==> src/shared/asm_pkg.sv <==
// package for the async sram module host controller
// assumes a 25 mhz clock; module timing is met by whole clock cycles
package asm_pkg;
  // ==========================================================
  // geometry
  localparam int ADDR_W = 18;
  localparam int DATA_W = 32;
  localparam int LANES = 4;
  // ==========================================================
  // timing
  localparam int CLK_PERIOD_NS = 40;
  localparam int READ_CYCLE_TIME_NS = 35;
  localparam int DESELECT_TO_RETENTION_TIME_NS = 0;
  localparam int READ_CYCLES =
    (READ_CYCLE_TIME_NS + CLK_PERIOD_NS - 1) / CLK_PERIOD_NS;
  localparam int RETENTION_RECOVERY_CYCLES = READ_CYCLES;
  localparam int DESEL_CYCLES_RAW =
    (DESELECT_TO_RETENTION_TIME_NS + CLK_PERIOD_NS - 1) / CLK_PERIOD_NS;
  localparam int DESEL_CYCLES = (DESEL_CYCLES_RAW < 1) ? 1 : DESEL_CYCLES_RAW;
  localparam int CNT_W = 4;
  localparam logic [CNT_W-1:0] READ_CNT = CNT_W'(READ_CYCLES);
  localparam logic [CNT_W-1:0] RECOVER_CNT = CNT_W'(RETENTION_RECOVERY_CYCLES);
  localparam logic [CNT_W-1:0] DESEL_CNT = CNT_W'(DESEL_CYCLES);
  // density code expected from this module size
  // bit1 is grounded on this size; bit0 high is our pick
  localparam logic [1:0] DENSITY_256K = 2'h1;

  typedef enum logic [2:0] {
    ASM_IDLE, ASM_SETUP, ASM_STROBE, ASM_RELEASE, ASM_READ,
    ASM_RET_ENTER, ASM_RETAIN, ASM_RECOVER
  } asm_state_e;

  // request from user logic
  typedef struct packed {
    logic [ADDR_W-1:0] addr;
    logic [DATA_W-1:0] wdata;
    logic [LANES-1:0] lanes;
    logic write;
  } asm_req_s;

  // pins driven to the module
  typedef struct packed {
    logic [ADDR_W-1:0] word_address_lines;
    logic [LANES-1:0] byte_lane_select_n;
    logic write_strobe_n;
    logic output_gate_n;
    logic [DATA_W-1:0] data_out;
    logic [LANES-1:0] data_oe;
  } asm_pins_s;
endpackage

==> src/verilog/asm_sync.sv <==
// two-flop synchroniser for pins coming from the module
// assumes inputs are asynchronous to i_clock
`timescale 1ns/1ns
module asm_sync #(
  parameter int W = 1
) (
  input wire logic i_clock,
  input wire logic i_rst_n,
  input wire logic [W-1:0] i_async,
  output logic [W-1:0] o_sync
);
  logic [W-1:0] meta_reg;

  always_ff @(posedge i_clock or negedge i_rst_n) begin
    if (!i_rst_n) begin
      meta_reg <= '0;
      o_sync <= '0;
    end else begin
      meta_reg <= i_async;
      o_sync <= meta_reg;
    end
  end
endmodule

==> src/verilog/asm_host.sv <==
// host controller for an async 256k x 32 sram module
// assumes one 25 mhz clock; module pins are asynchronous to it
`timescale 1ns/1ns
module asm_host
  import asm_pkg::*;
(
  input wire logic i_clock,
  input wire logic i_rst_n,
  input wire logic i_req_valid,
  input wire asm_req_s i_req,
  input wire logic i_retain,
  input wire logic [DATA_W-1:0] i_data_lines,
  input wire logic [1:0] i_density_code,
  output logic o_req_ready,
  output logic o_rdata_valid,
  output logic [DATA_W-1:0] o_rdata,
  output logic o_in_retention,
  output logic o_density_ok,
  output asm_pins_s o_pins
);
  // ==========================================================
  // reset release and input synchronisers
  logic [1:0] rst_sync_reg;
  logic rst_n;
  logic [DATA_W-1:0] data_s;
  logic [1:0] dens_s;
  logic retain_s;

  always_ff @(posedge i_clock or negedge i_rst_n) begin
    if (!i_rst_n) begin
      rst_sync_reg <= 2'h0;
    end else begin
      rst_sync_reg <= {rst_sync_reg[0], 1'b1};
    end
  end
  assign rst_n = rst_sync_reg[1];

  asm_sync #(.W(DATA_W + 3)) u_sync (
    .i_clock(i_clock),
    .i_rst_n(rst_n),
    .i_async({i_data_lines, i_density_code, i_retain}),
    .o_sync({data_s, dens_s, retain_s})
  );

  // ==========================================================
  // state
  typedef struct packed {
    asm_state_e state;
    logic [CNT_W-1:0] cnt;
    asm_req_s req;
    asm_pins_s pins;
    logic ready;
    logic rvalid;
    logic [DATA_W-1:0] rdata;
    logic in_ret;
    logic dens_ok;
  } asm_st_s;

  asm_st_s st_reg;
  asm_st_s st_next;

  function automatic asm_pins_s idle_pins(input logic [ADDR_W-1:0] a);
    asm_pins_s p;
    p.word_address_lines = a;
    p.byte_lane_select_n = {LANES{1'b1}};
    p.write_strobe_n = 1'b1;
    p.output_gate_n = 1'b1;
    p.data_out = '0;
    p.data_oe = '0;
    return p;
  endfunction

  always_comb begin
    st_next = st_reg;
    st_next.rvalid = 1'b0;
    // bit1 grounded, bit0 set for this density
    st_next.dens_ok = (dens_s == DENSITY_256K);
    case (st_reg.state)
      ASM_IDLE: begin
        st_next.pins = idle_pins(st_reg.pins.word_address_lines);
        if (retain_s) begin
          st_next.ready = 1'b0;
          st_next.cnt = DESEL_CNT;
          st_next.state = ASM_RET_ENTER;
        end else if (i_req_valid && st_reg.ready) begin
          st_next.ready = 1'b0;
          st_next.req = i_req;
          // address goes out a cycle before any select falls
          st_next.pins.word_address_lines = i_req.addr;
          st_next.state = ASM_SETUP;
        end
      end
      ASM_SETUP: begin
        st_next.pins.byte_lane_select_n = ~st_reg.req.lanes;
        if (st_reg.req.write) begin
          // gate stays high across the write cycle
          st_next.pins.output_gate_n = 1'b1;
          // only selected lanes get driven data
          st_next.pins.data_out = st_reg.req.wdata;
          st_next.pins.data_oe = st_reg.req.lanes;
          st_next.state = ASM_STROBE;
        end else begin
          st_next.pins.output_gate_n = 1'b0;
          // strobe held high for the whole read
          st_next.pins.write_strobe_n = 1'b1;
          st_next.cnt = READ_CNT;
          st_next.state = ASM_READ;
        end
      end
      ASM_STROBE: begin
        // strobe falls last, so it starts the write
        st_next.pins.write_strobe_n = 1'b0;
        st_next.state = ASM_RELEASE;
      end
      ASM_RELEASE: begin
        // strobe rises first and ends the write; data held one cycle
        st_next.pins.write_strobe_n = 1'b1;
        st_next.state = ASM_IDLE;
        st_next.ready = 1'b1;
      end
      ASM_READ: begin
        if (!st_reg.pins.output_gate_n) begin
          // word is caught by the first sync flop as selects rise
          if (st_reg.cnt <= 1) begin
            st_next.cnt = '0;
            st_next.pins = idle_pins(st_reg.pins.word_address_lines);
          end else begin
            st_next.cnt = st_reg.cnt - CNT_W'(1);
          end
        end else if (st_reg.cnt == CNT_W'(1)) begin
          // word has now crossed both sync flops
          st_next.rdata = data_s;
          st_next.rvalid = 1'b1;
          st_next.ready = 1'b1;
          st_next.state = ASM_IDLE;
        end else begin
          st_next.cnt = st_reg.cnt + CNT_W'(1);
        end
      end
      ASM_RECOVER: begin
        // selects stay high one read cycle after retention ends
        st_next.pins = idle_pins(st_reg.pins.word_address_lines);
        if (st_reg.cnt <= 1) begin
          st_next.ready = 1'b1;
          st_next.state = ASM_IDLE;
        end else begin
          st_next.cnt = st_reg.cnt - CNT_W'(1);
        end
      end
      ASM_RET_ENTER: begin
        st_next.pins = idle_pins(st_reg.pins.word_address_lines);
        if (st_reg.cnt <= 1) begin
          st_next.in_ret = 1'b1;
          st_next.state = ASM_RETAIN;
        end else begin
          st_next.cnt = st_reg.cnt - CNT_W'(1);
        end
      end
      ASM_RETAIN: begin
        // all selects held high while supply is low
        st_next.pins = idle_pins(st_reg.pins.word_address_lines);
        if (!retain_s) begin
          st_next.in_ret = 1'b0;
          st_next.cnt = RECOVER_CNT;
          st_next.state = ASM_RECOVER;
        end
      end
      default: begin
        st_next.state = ASM_IDLE;
      end
    endcase
  end

  always_ff @(posedge i_clock or negedge rst_n) begin
    if (!rst_n) begin
      st_reg.state <= ASM_IDLE;
      st_reg.cnt <= '0;
      st_reg.req <= '0;
      st_reg.pins <= '{word_address_lines: '0,
        byte_lane_select_n: '1, write_strobe_n: 1'b1,
        output_gate_n: 1'b1, data_out: '0, data_oe: '0};
      st_reg.ready <= 1'b1;
      st_reg.rvalid <= 1'b0;
      st_reg.rdata <= '0;
      st_reg.in_ret <= 1'b0;
      st_reg.dens_ok <= 1'b0;
    end else begin
      st_reg <= st_next;
    end
  end

  assign o_req_ready = st_reg.ready;
  assign o_rdata_valid = st_reg.rvalid;
  assign o_rdata = st_reg.rdata;
  assign o_in_retention = st_reg.in_ret;
  assign o_density_ok = st_reg.dens_ok;
  assign o_pins = st_reg.pins;

  // ==========================================================
  // checks
  property p_write_gate;
    @(posedge i_clock) disable iff (!rst_n)
      !st_reg.pins.write_strobe_n |-> st_reg.pins.output_gate_n;
  endproperty
  a_write_gate: assert property (p_write_gate)
    else $error("gate low during write");

  property p_lane_oe;
    @(posedge i_clock) disable iff (!rst_n)
      (st_reg.pins.data_oe & st_reg.pins.byte_lane_select_n) == '0;
  endproperty
  a_lane_oe: assert property (p_lane_oe)
    else $error("data driven on unselected lane");

  property p_no_contend;
    @(posedge i_clock) disable iff (!rst_n)
      (st_reg.pins.data_oe != '0) |-> st_reg.pins.output_gate_n;
  endproperty
  a_no_contend: assert property (p_no_contend)
    else $error("host drives while module may drive");

  property p_strobe_pulse;
    @(posedge i_clock) disable iff (!rst_n)
      $fell(st_reg.pins.write_strobe_n) |->
        $stable(st_reg.pins.byte_lane_select_n) ##1
        (st_reg.pins.write_strobe_n && st_reg.pins.data_oe != '0);
  endproperty
  a_strobe_pulse: assert property (p_strobe_pulse)
    else $error("write strobe shape wrong");

  property p_addr_first;
    @(posedge i_clock) disable iff (!rst_n)
      $fell(&st_reg.pins.byte_lane_select_n) |->
        $stable(st_reg.pins.word_address_lines);
  endproperty
  a_addr_first: assert property (p_addr_first)
    else $error("address moved with select");

  property p_ret_desel;
    @(posedge i_clock) disable iff (!rst_n)
      st_reg.in_ret |-> &st_reg.pins.byte_lane_select_n;
  endproperty
  a_ret_desel: assert property (p_ret_desel)
    else $error("selected during retention");

  property p_recover;
    @(posedge i_clock) disable iff (!rst_n)
      $fell(st_reg.in_ret) |->
        (&st_reg.pins.byte_lane_select_n) [*2];
  endproperty
  a_recover: assert property (p_recover)
    else $error("access too soon after retention");

  property p_lanes;
    @(posedge i_clock) disable iff (!rst_n)
      (st_reg.state == ASM_SETUP) |=>
        (st_reg.pins.byte_lane_select_n == ~st_reg.req.lanes);
  endproperty
  a_lanes: assert property (p_lanes)
    else $error("byte selects do not match request");
endmodule

==> config.mk <==
export PLATFORM = sky130hd
export DESIGN_NAME = asm_host
export DESIGN_NICKNAME = d
export VERILOG_FILES = /design/src/shared/asm_pkg.sv /design/src/verilog/asm_sync.sv /design/src/verilog/asm_host.sv
export SDC_FILE = /design/constraint.sdc
export NUM_CORES = 1
export LEC_CHECK = 0
export BUFFER_PORTS_ARGS = -buffer_cell sky130_fd_sc_hd__buf_2
export CAP_MARGIN = 20
export CORE_ASPECT_RATIO = 1.1
export CORE_MARGIN = 10
export CORE_UTILIZATION = 58
export DETAILED_ROUTE_END_ITERATION = 8
export PLACE_DENSITY = 0.84
export SYNTH_ARGS = -nofsm -noshare
export SYNTH_HDL_FRONTEND = slang
export SYNTH_SLANG_ARGS = --single-unit
==> constraint.sdc <==
create_clock -name i_clock -period 12.7 [get_ports i_clock]
set_input_delay 1.27 -clock i_clock [delete_from_list [all_inputs] [get_ports i_clock]]
set_output_delay 1.27 -clock i_clock [all_outputs]
set_load 0.01 [all_outputs]
==> results of run 1 <==
## stage by stage
step | utilization (%) | setup slack (ns) | instance area, sq um
global placement | 61.76 | 9.950 | 8851
detailed placement | 61.76 | 9.830 | 8851
global route | 67.09 | 9.675 | 9614
floorplan | - | 6.367 | 8433
finish | 67.12 | 9.843 | 9619
CTS | 66.89 | 9.811 | 9587
## power by group through the flow
stage                     combinational, mW  clock [mW]  sequential, mW
final                                 0.806       0.651            1.00
after detailed placement              0.816           0            1.01
after global placement                0.777           0           0.991
after global routing                  0.887       0.696            1.03
after floorplan                       0.723           0           0.974
after CTS                             0.819       0.667            1.00
## layer usage
metal | part of all wire [%] | wire, microns | global-route usage, %
met1 | 40 | 6931 | 20.58
met2 | 49 | 8442 | 29.27
met3 | 9.3 | 1607 | 7.001
met4 | 1.9 | 324 | 4.472
met5 | 0.075 | 13 | 0
## area by class of cell
type / count / area [sq um]
flip-flops and latches: 212 / 5318
inverters: 44 / 165.2
diodes: 2 / 5.005
fillers: 981 / 4712
clock buffers: 30 / 599.3
repair buffers: 194 / 1006
clock inverters: 6 / 136.4
multi-input cells: 263 / 2150
well taps: 192 / 240.2
## cells in the final DEF (no fill, tap or decap), types with 2 or more instances in the layout
| cell | n |
|---|---|
| bufinv_16 | 4 |
| nand3_1 | 2 |
| o31ai_1 | 3 |
| and3_1 | 4 |
| clkbuf_8 | 4 |
| nand2_1 | 44 |
| nor3_1 | 5 |
| nor2_1 | 18 |
| diode_2 | 2 |
| buf_2 | 188 |
| inv_1 | 44 |
| or4_1 | 2 |
| dfrtp_1 | 204 |
| a311o_1 | 2 |
| clkbuf_16 | 21 |
| ha_1 | 9 |
| a211oi_1 | 3 |
| buf_4 | 5 |
| o21ai_1 | 2 |
| mux2i_1 | 36 |
| mux2_2 | 88 |
| a21oi_1 | 18 |
| a31oi_1 | 2 |
| clkbuf_1 | 5 |
| nor2b_1 | 2 |
| dfstp_2 | 7 |
| o21ai_0 | 4 |
## kinds of logic (layout without fill, tap and decap cells)
kind of cell | Yosys count | count (layout)
compound gates | 44 | 44
buf+inv | 160 | 274
flops | 212 | 212
xor+xnor | 1 | 1
simple gates | 84 | 84
fa+ha+maj | 9 | 9
other cells | 1 | 3
mux | 124 | 124
## worst paths after layout
path                                              start                         end  slack (ns)  cells past startpoint
max in group asynchronous     rst_sync_reg[1]$_DFF_PN0_      o_pins[41]$_DFFE_PN1P_       10.21                      3
min in group asynchronous     rst_sync_reg[1]$_DFF_PN0_      o_pins[49]$_DFFE_PN0P_        0.42                      0
min reg2reg                u_sync.meta_reg[7]$_DFF_PN0_  u_sync.o_sync[7]$_DFF_PN0_        0.34                      0
max reg2reg                     st_reg[155]$_DFFE_PN0P_       o_pins[3]$_DFFE_PN0P_        9.84                      8
max                             st_reg[155]$_DFFE_PN0P_       o_pins[3]$_DFFE_PN0P_        9.84                      8
min                        u_sync.meta_reg[7]$_DFF_PN0_  u_sync.o_sync[7]$_DFF_PN0_        0.34                      0
==> metrics.txt, run 1 <==
final WL 17320 microns; area delta synth->final 14.07%; number of synthesis warnings 0; Root Buffer clkbuf_16; DRC viols 0; Final Hold Vio Count 0; power share of the clock group 26.5%; routed via count 4796; HPWL Detailed 12050 microns; Synth area leaders dfrtp_1 (61%), mux2_2 (12%), buf_4 (8.5%); I/O Buffers 188; Hold WC Path Type flip-flop to flip-flop; Vias/cell 5.086; Compound-Gate Fraction of Synth Area 3.353%; switching portion of total power 32.71%; combinational group share of total power 32.8%; startpoint types flip-flop; initial core utilization 58.84%; first drt pass iteration count 4; maximum vdd drop 124.9 uV; Iter 0 DRT Violations 207; Slew Viols, Final 0; Post-synth EDFFs 0; Avg WL per Cell 18.37 microns; Max Clk Rate 0.3500 GHz; min cycle time layout 2.857 ns; CTS tree done; row count 46; critical path class flip-flop to flip-flop; I/O pins 189; top_reg_cell synth dfrtp_1; Clock Sink Count 212; Sw Pwr 803.7 uW; Crit Path Max Fanout 36; initial antenna violation count 2; CP Capture Type flip-flop; Synth top cells by count dfrtp_1 (205), buf_4 (96), mux2_2 (88), inv_1 (44), nand2_1 (44); max-cap violation count 0; Mapped Nets 737; register area share after synthesis 63.01%; Reg power frac 40.7%; Final period util 22.50%; Tot GR Track Use 17.53%; cell count after synthesis 635; CP max-delay cell buf_4; CTS Buf Count 21; layout cell share with drive strength beyond 1 43.79%; fin cells 943; htree depth 1; XOR/XNOR Fraction of Synth Area 0.1039%; global-route wire length before repair 28280 microns; Largest register FFs 60; most numerous cell in the Yosys netlist dfrtp_1; post-synth top area share 60.83%; max_slew headroom 47.22%; number of global-route vias before repair 5451; simple-gate area share of the yosys netlist 4.377%; setup tns final 0 ns; Pleak 4.810 nW; post-CTS sizing 0; Post-Syn Area 8433 sq um; largest family of logic cells by synthesized area multiplexers; RSZ-0062 raised after global routing no; proportion of synthesized area in mux cells 16.02%; Cells after DPL 904; Final Net Count 838; Max clock buf depth 3; WP buf/inv 2; Worst path max stage delay 0.53 ns; clk_skew 0.008136 ns; GP Congestion 0.8146; Least-Margin Pin Slew 0.7917 ns; FF+latch count, synth 212; status finished, final reports clean; synth unique cells 40; Hold WS 0.3440 ns; clk_lat worst skew 0.48 ns; total power 2.457 mW; power per cell area 255.5 nW/um^2; largest net degree at the start of global routing 85; Routed Antenna Nets 0; Core ar. 14330 sq um; Async S/R FF share, synth 100.0%; aggregate global routing overflow 0; Critical Path RT 13.10 ns; cell taking the most area after synthesis dfrtp_1; die width 135.0 microns; Int Power 1.654 mW; post-CTS setup buffer count 0; adder-cell share of the synthesized area 1.335%; die height 146.5 microns; final count of negative-setup-slack endpoints 0; hold_buf cts 0; delay-heaviest family, CP compound AO/OA/AOI/OAI gates; Arr. time, crit path 3.25 ns; CP cell instances inv_1 > ha_1 > or2_2 > a211oi_1 > a21oi_1 > o21ai_4 > buf_4 > mux2i_1; DIE AREA 19770 sq um; Mapped Avg Cell Area 13.28 sq um; clock slew at reported path FFs 0.06 ns
Power figures use the tool's default switching activity.
==> run 2, diff against run 1 <==
--- a/config.mk
+++ b/config.mk
@@ -9,9 +9,9 @@
 export CAP_MARGIN = 20
 export CORE_ASPECT_RATIO = 1.1
 export CORE_MARGIN = 10
-export CORE_UTILIZATION = 58
+export CORE_UTILIZATION = 54
 export DETAILED_ROUTE_END_ITERATION = 8
-export PLACE_DENSITY = 0.84
+export PLACE_DENSITY = 0.79
 export SYNTH_ARGS = -nofsm -noshare
 export SYNTH_HDL_FRONTEND = slang
 export SYNTH_SLANG_ARGS = --single-unit
==> constraint.sdc (replaced) <==
create_clock -name i_clock -period 2.65 [get_ports i_clock]
set_input_delay 0.265 -clock i_clock [delete_from_list [all_inputs] [get_ports i_clock]]
set_output_delay 0.265 -clock i_clock [all_outputs]
set_load 0.01 [all_outputs]
==> run 2 against run 1 <==
Compared with the run above:
- combinational power grew to 5.1 times the previous value
- highest routed layer is now met4
- largest power group unchanged
- non-clock buffer count is 83 higher
- critical endpoint is now st_reg[153]$_DFFE_PN0P_
- via count rose by 8.9%
- critical path depth is 1 lower
==> metrics.txt, run 2 (synthesized netlist as in run 1, its figures left out) <==
max_slew headroom 52.55% (+5.3 points); power per cell area 1166 nW/um^2 (+360%); CP Capture Type flip-flop; post-place instance area 8936 sq um (+0.96%); Iter 0 DRT Violations 279 (+35%); diode count 0 (-2); initial antenna violation count 0 (-2); status finished, final reports clean; DRC viols 0 (unchanged); Crit Path Max Fanout 10 (-72%); setup tns final 0 ns (unchanged); Hold WS 0.01278 ns (-0.3312 ns); cell area after layout 10560 sq um (+9.8%); Top Usage Layer GRT met2; Max Clk Rate 0.4050 GHz (+16%); total power 12.32 mW (+400%); GRT met3 Usage 5.982% (-1.0 points); CTS tree done; I/O Buffers 188 (unchanged); min cycle time layout 2.469 ns (-0.3877 ns); clk_lat worst skew 0.50 ns (+0.02 ns); Final Hold Vio Count 0 (unchanged); Least-Margin Pin Slew 0.7118 ns (-0.07988 ns); htree depth 1 (unchanged); final count of negative-setup-slack endpoints 0 (unchanged); Final Net Count 922 (+10%); Tot GR Track Use 17.88% (+0.35 points); most frequent cells in the layout dfrtp_1 (204), buf_2 (188), mux2_2 (88), dlygate4sd3_1 (80); Routed Antenna Nets 0 (unchanged); Hold WC Path Type input pin to flip-flop; HPWL Detailed 12240 microns (+1.6%); Largest register FFs 60 (unchanged); global-route wire length before repair 30990 microns (+9.6%); Worst R2R Start st_reg[155]$_DFFE_PN0P_; critical path class flip-flop to flip-flop; Critical Path RT 3.01 ns (-10.09 ns); CTS Buf Count 22 (+4.8%); die height 151.1 microns (+3.1%); Worst Setup Slack, final 0.1806 ns (-9.662 ns); met1 Track Usage GR 20.38% (-0.20 points); Clock Sink Count 212 (unchanged); Core ar. 15170 sq um (+5.9%); FF-to-FF End st_reg[153]$_DFFE_PN0P_; HP Start i_req[9]; GP Congestion 0.8272 (+1.5%); Arr. time, crit path 2.83 ns (-0.42 ns); row count 47 (+2.2%); layout cell share with drive strength beyond 1 40.67% (-3.1 points); Setup Slack @ Placement 0.1103 ns (-9.720 ns); largest net degree at the start of global routing 74 (-13%); startpoint types flip-flop; Cells after DPL 912 (+0.88%); Avg WL per Cell 18.34 microns (-0.11%); DIE AREA 21020 sq um (+6.3%); Final period util 93.19% (+71 points); Slew Viols, Final 0 (unchanged); die width 139.2 microns (+3.1%); I/O pins 189 (unchanged); Finished Core Util 69.63% (+2.5 points); grt met2 use 31.39% (+2.1 points); WHS Path Cells 2 (+2); max-cap violation count 0 (unchanged); maximum vdd drop 637.1 uV (+410%); area delta synth->final 25.27%; WHS Endpoint st_reg[105]$_DFFE_PN0P_; reg2reg path depth 7 (-1); clk_skew 0.01302 ns (+0.004883 ns); routed via count 5221 (+8.9%); Pleak 5.203 nW (+8.2%); fin cells 1032 (+9.4%); first drt pass iteration count 4 (unchanged); R2R Setup Slk 0.18 ns (-9.66 ns); final WL 18930 microns (+9.3%); number of global-route vias before repair 5941 (+9.0%); most common cell after layout, fill and taps aside dfrtp_1; RSZ-0062 raised after global routing no; clock slew at reported path FFs 0.06 ns (about the same); post-CTS setup buffer count 0 (unchanged); fill count 1014 (+3.4%); Root Buffer clkbuf_16; aggregate global routing overflow 0 (unchanged); initial core utilization 55.58% (-3.3 points); Max clock buf depth 3 (unchanged); Vias/cell 5.059 (-0.53%)
==> run 2: area by class of cell <==
cell class,instances,area (sq um),share of cell area (%)
Tap cell,196,245.2,2.321
Clock buffer,27,610.6,5.780
Multi-Input combinational cell,263,2158,20.43
Timing Repair Buffer,277,1859,17.60
Clock inverter,13,207.7,1.966
Inverter,44,165.2,1.563
Sequential cell,212,5318,50.34
==> run 2: worst max-delay path by stage <==
| stage | start | slack, ns | end |
|---|---|---|---|
| 6_report | st_reg[155]$_DFFE_PN0P_ | 0.18 | st_reg[153]$_DFFE_PN0P_ |
| 5_1_grt | st_reg[155]$_DFFE_PN0P_ | 0.04 | o_pins[7]$_DFFE_PN0P_ |
| 4_1_cts | st_reg[156]$_DFFE_PN0P_ | 0.1 | st_reg[153]$_DFFE_PN0P_ |
| 3_5_place_dp | st_reg[155]$_DFFE_PN0P_ | 0.11 | st_reg[153]$_DFFE_PN0P_ |
| 3_3_place_gp | st_reg[155]$_DFFE_PN0P_ | 0.32 | st_reg[153]$_DFFE_PN0P_ |
| 2_1_floorplan | st_reg[155]$_DFFE_PN0P_ | 0.21 | st_reg[153]$_DFFE_PN0P_ |
==> run 2: report_power, final <==
group | leakage [nW] | total [mW] | switching [mW] | internal [mW]
clock | 0.387 | 3.39 | 1.25 | 2.14
sequential | 2.61 | 4.81 | 0.612 | 4.20
combinational | 2.20 | 4.12 | 2.19 | 1.93
total | 5.20 | 12.3 | 4.06 | 8.26
==> run 2: repair_timing <==
item | CTS | global route
gates resized for setup | 0 | 3
endpoints found under the hold margin | 81 | 0
setup endpoints to repair | 0 | 40
hold buffers | 80 | 0
==> run 2: worst max-delay path, stage by stage (launching register included) <==
cell,delay [ns]
dfrtp_1,0.40
inv_1,0.11
ha_1,0.35
and2_4,0.25
and4_4,0.19
or4_4,0.59
o31ai_1,0.31
o31ai_1,0.14
==> run 2: routing by layer <==
metal	wire length, microns	vias to the layer above
li1	-	2362
met1	7414	2603
met2	9481	219
met3	1586	37
met4	450	0
met5	0	-
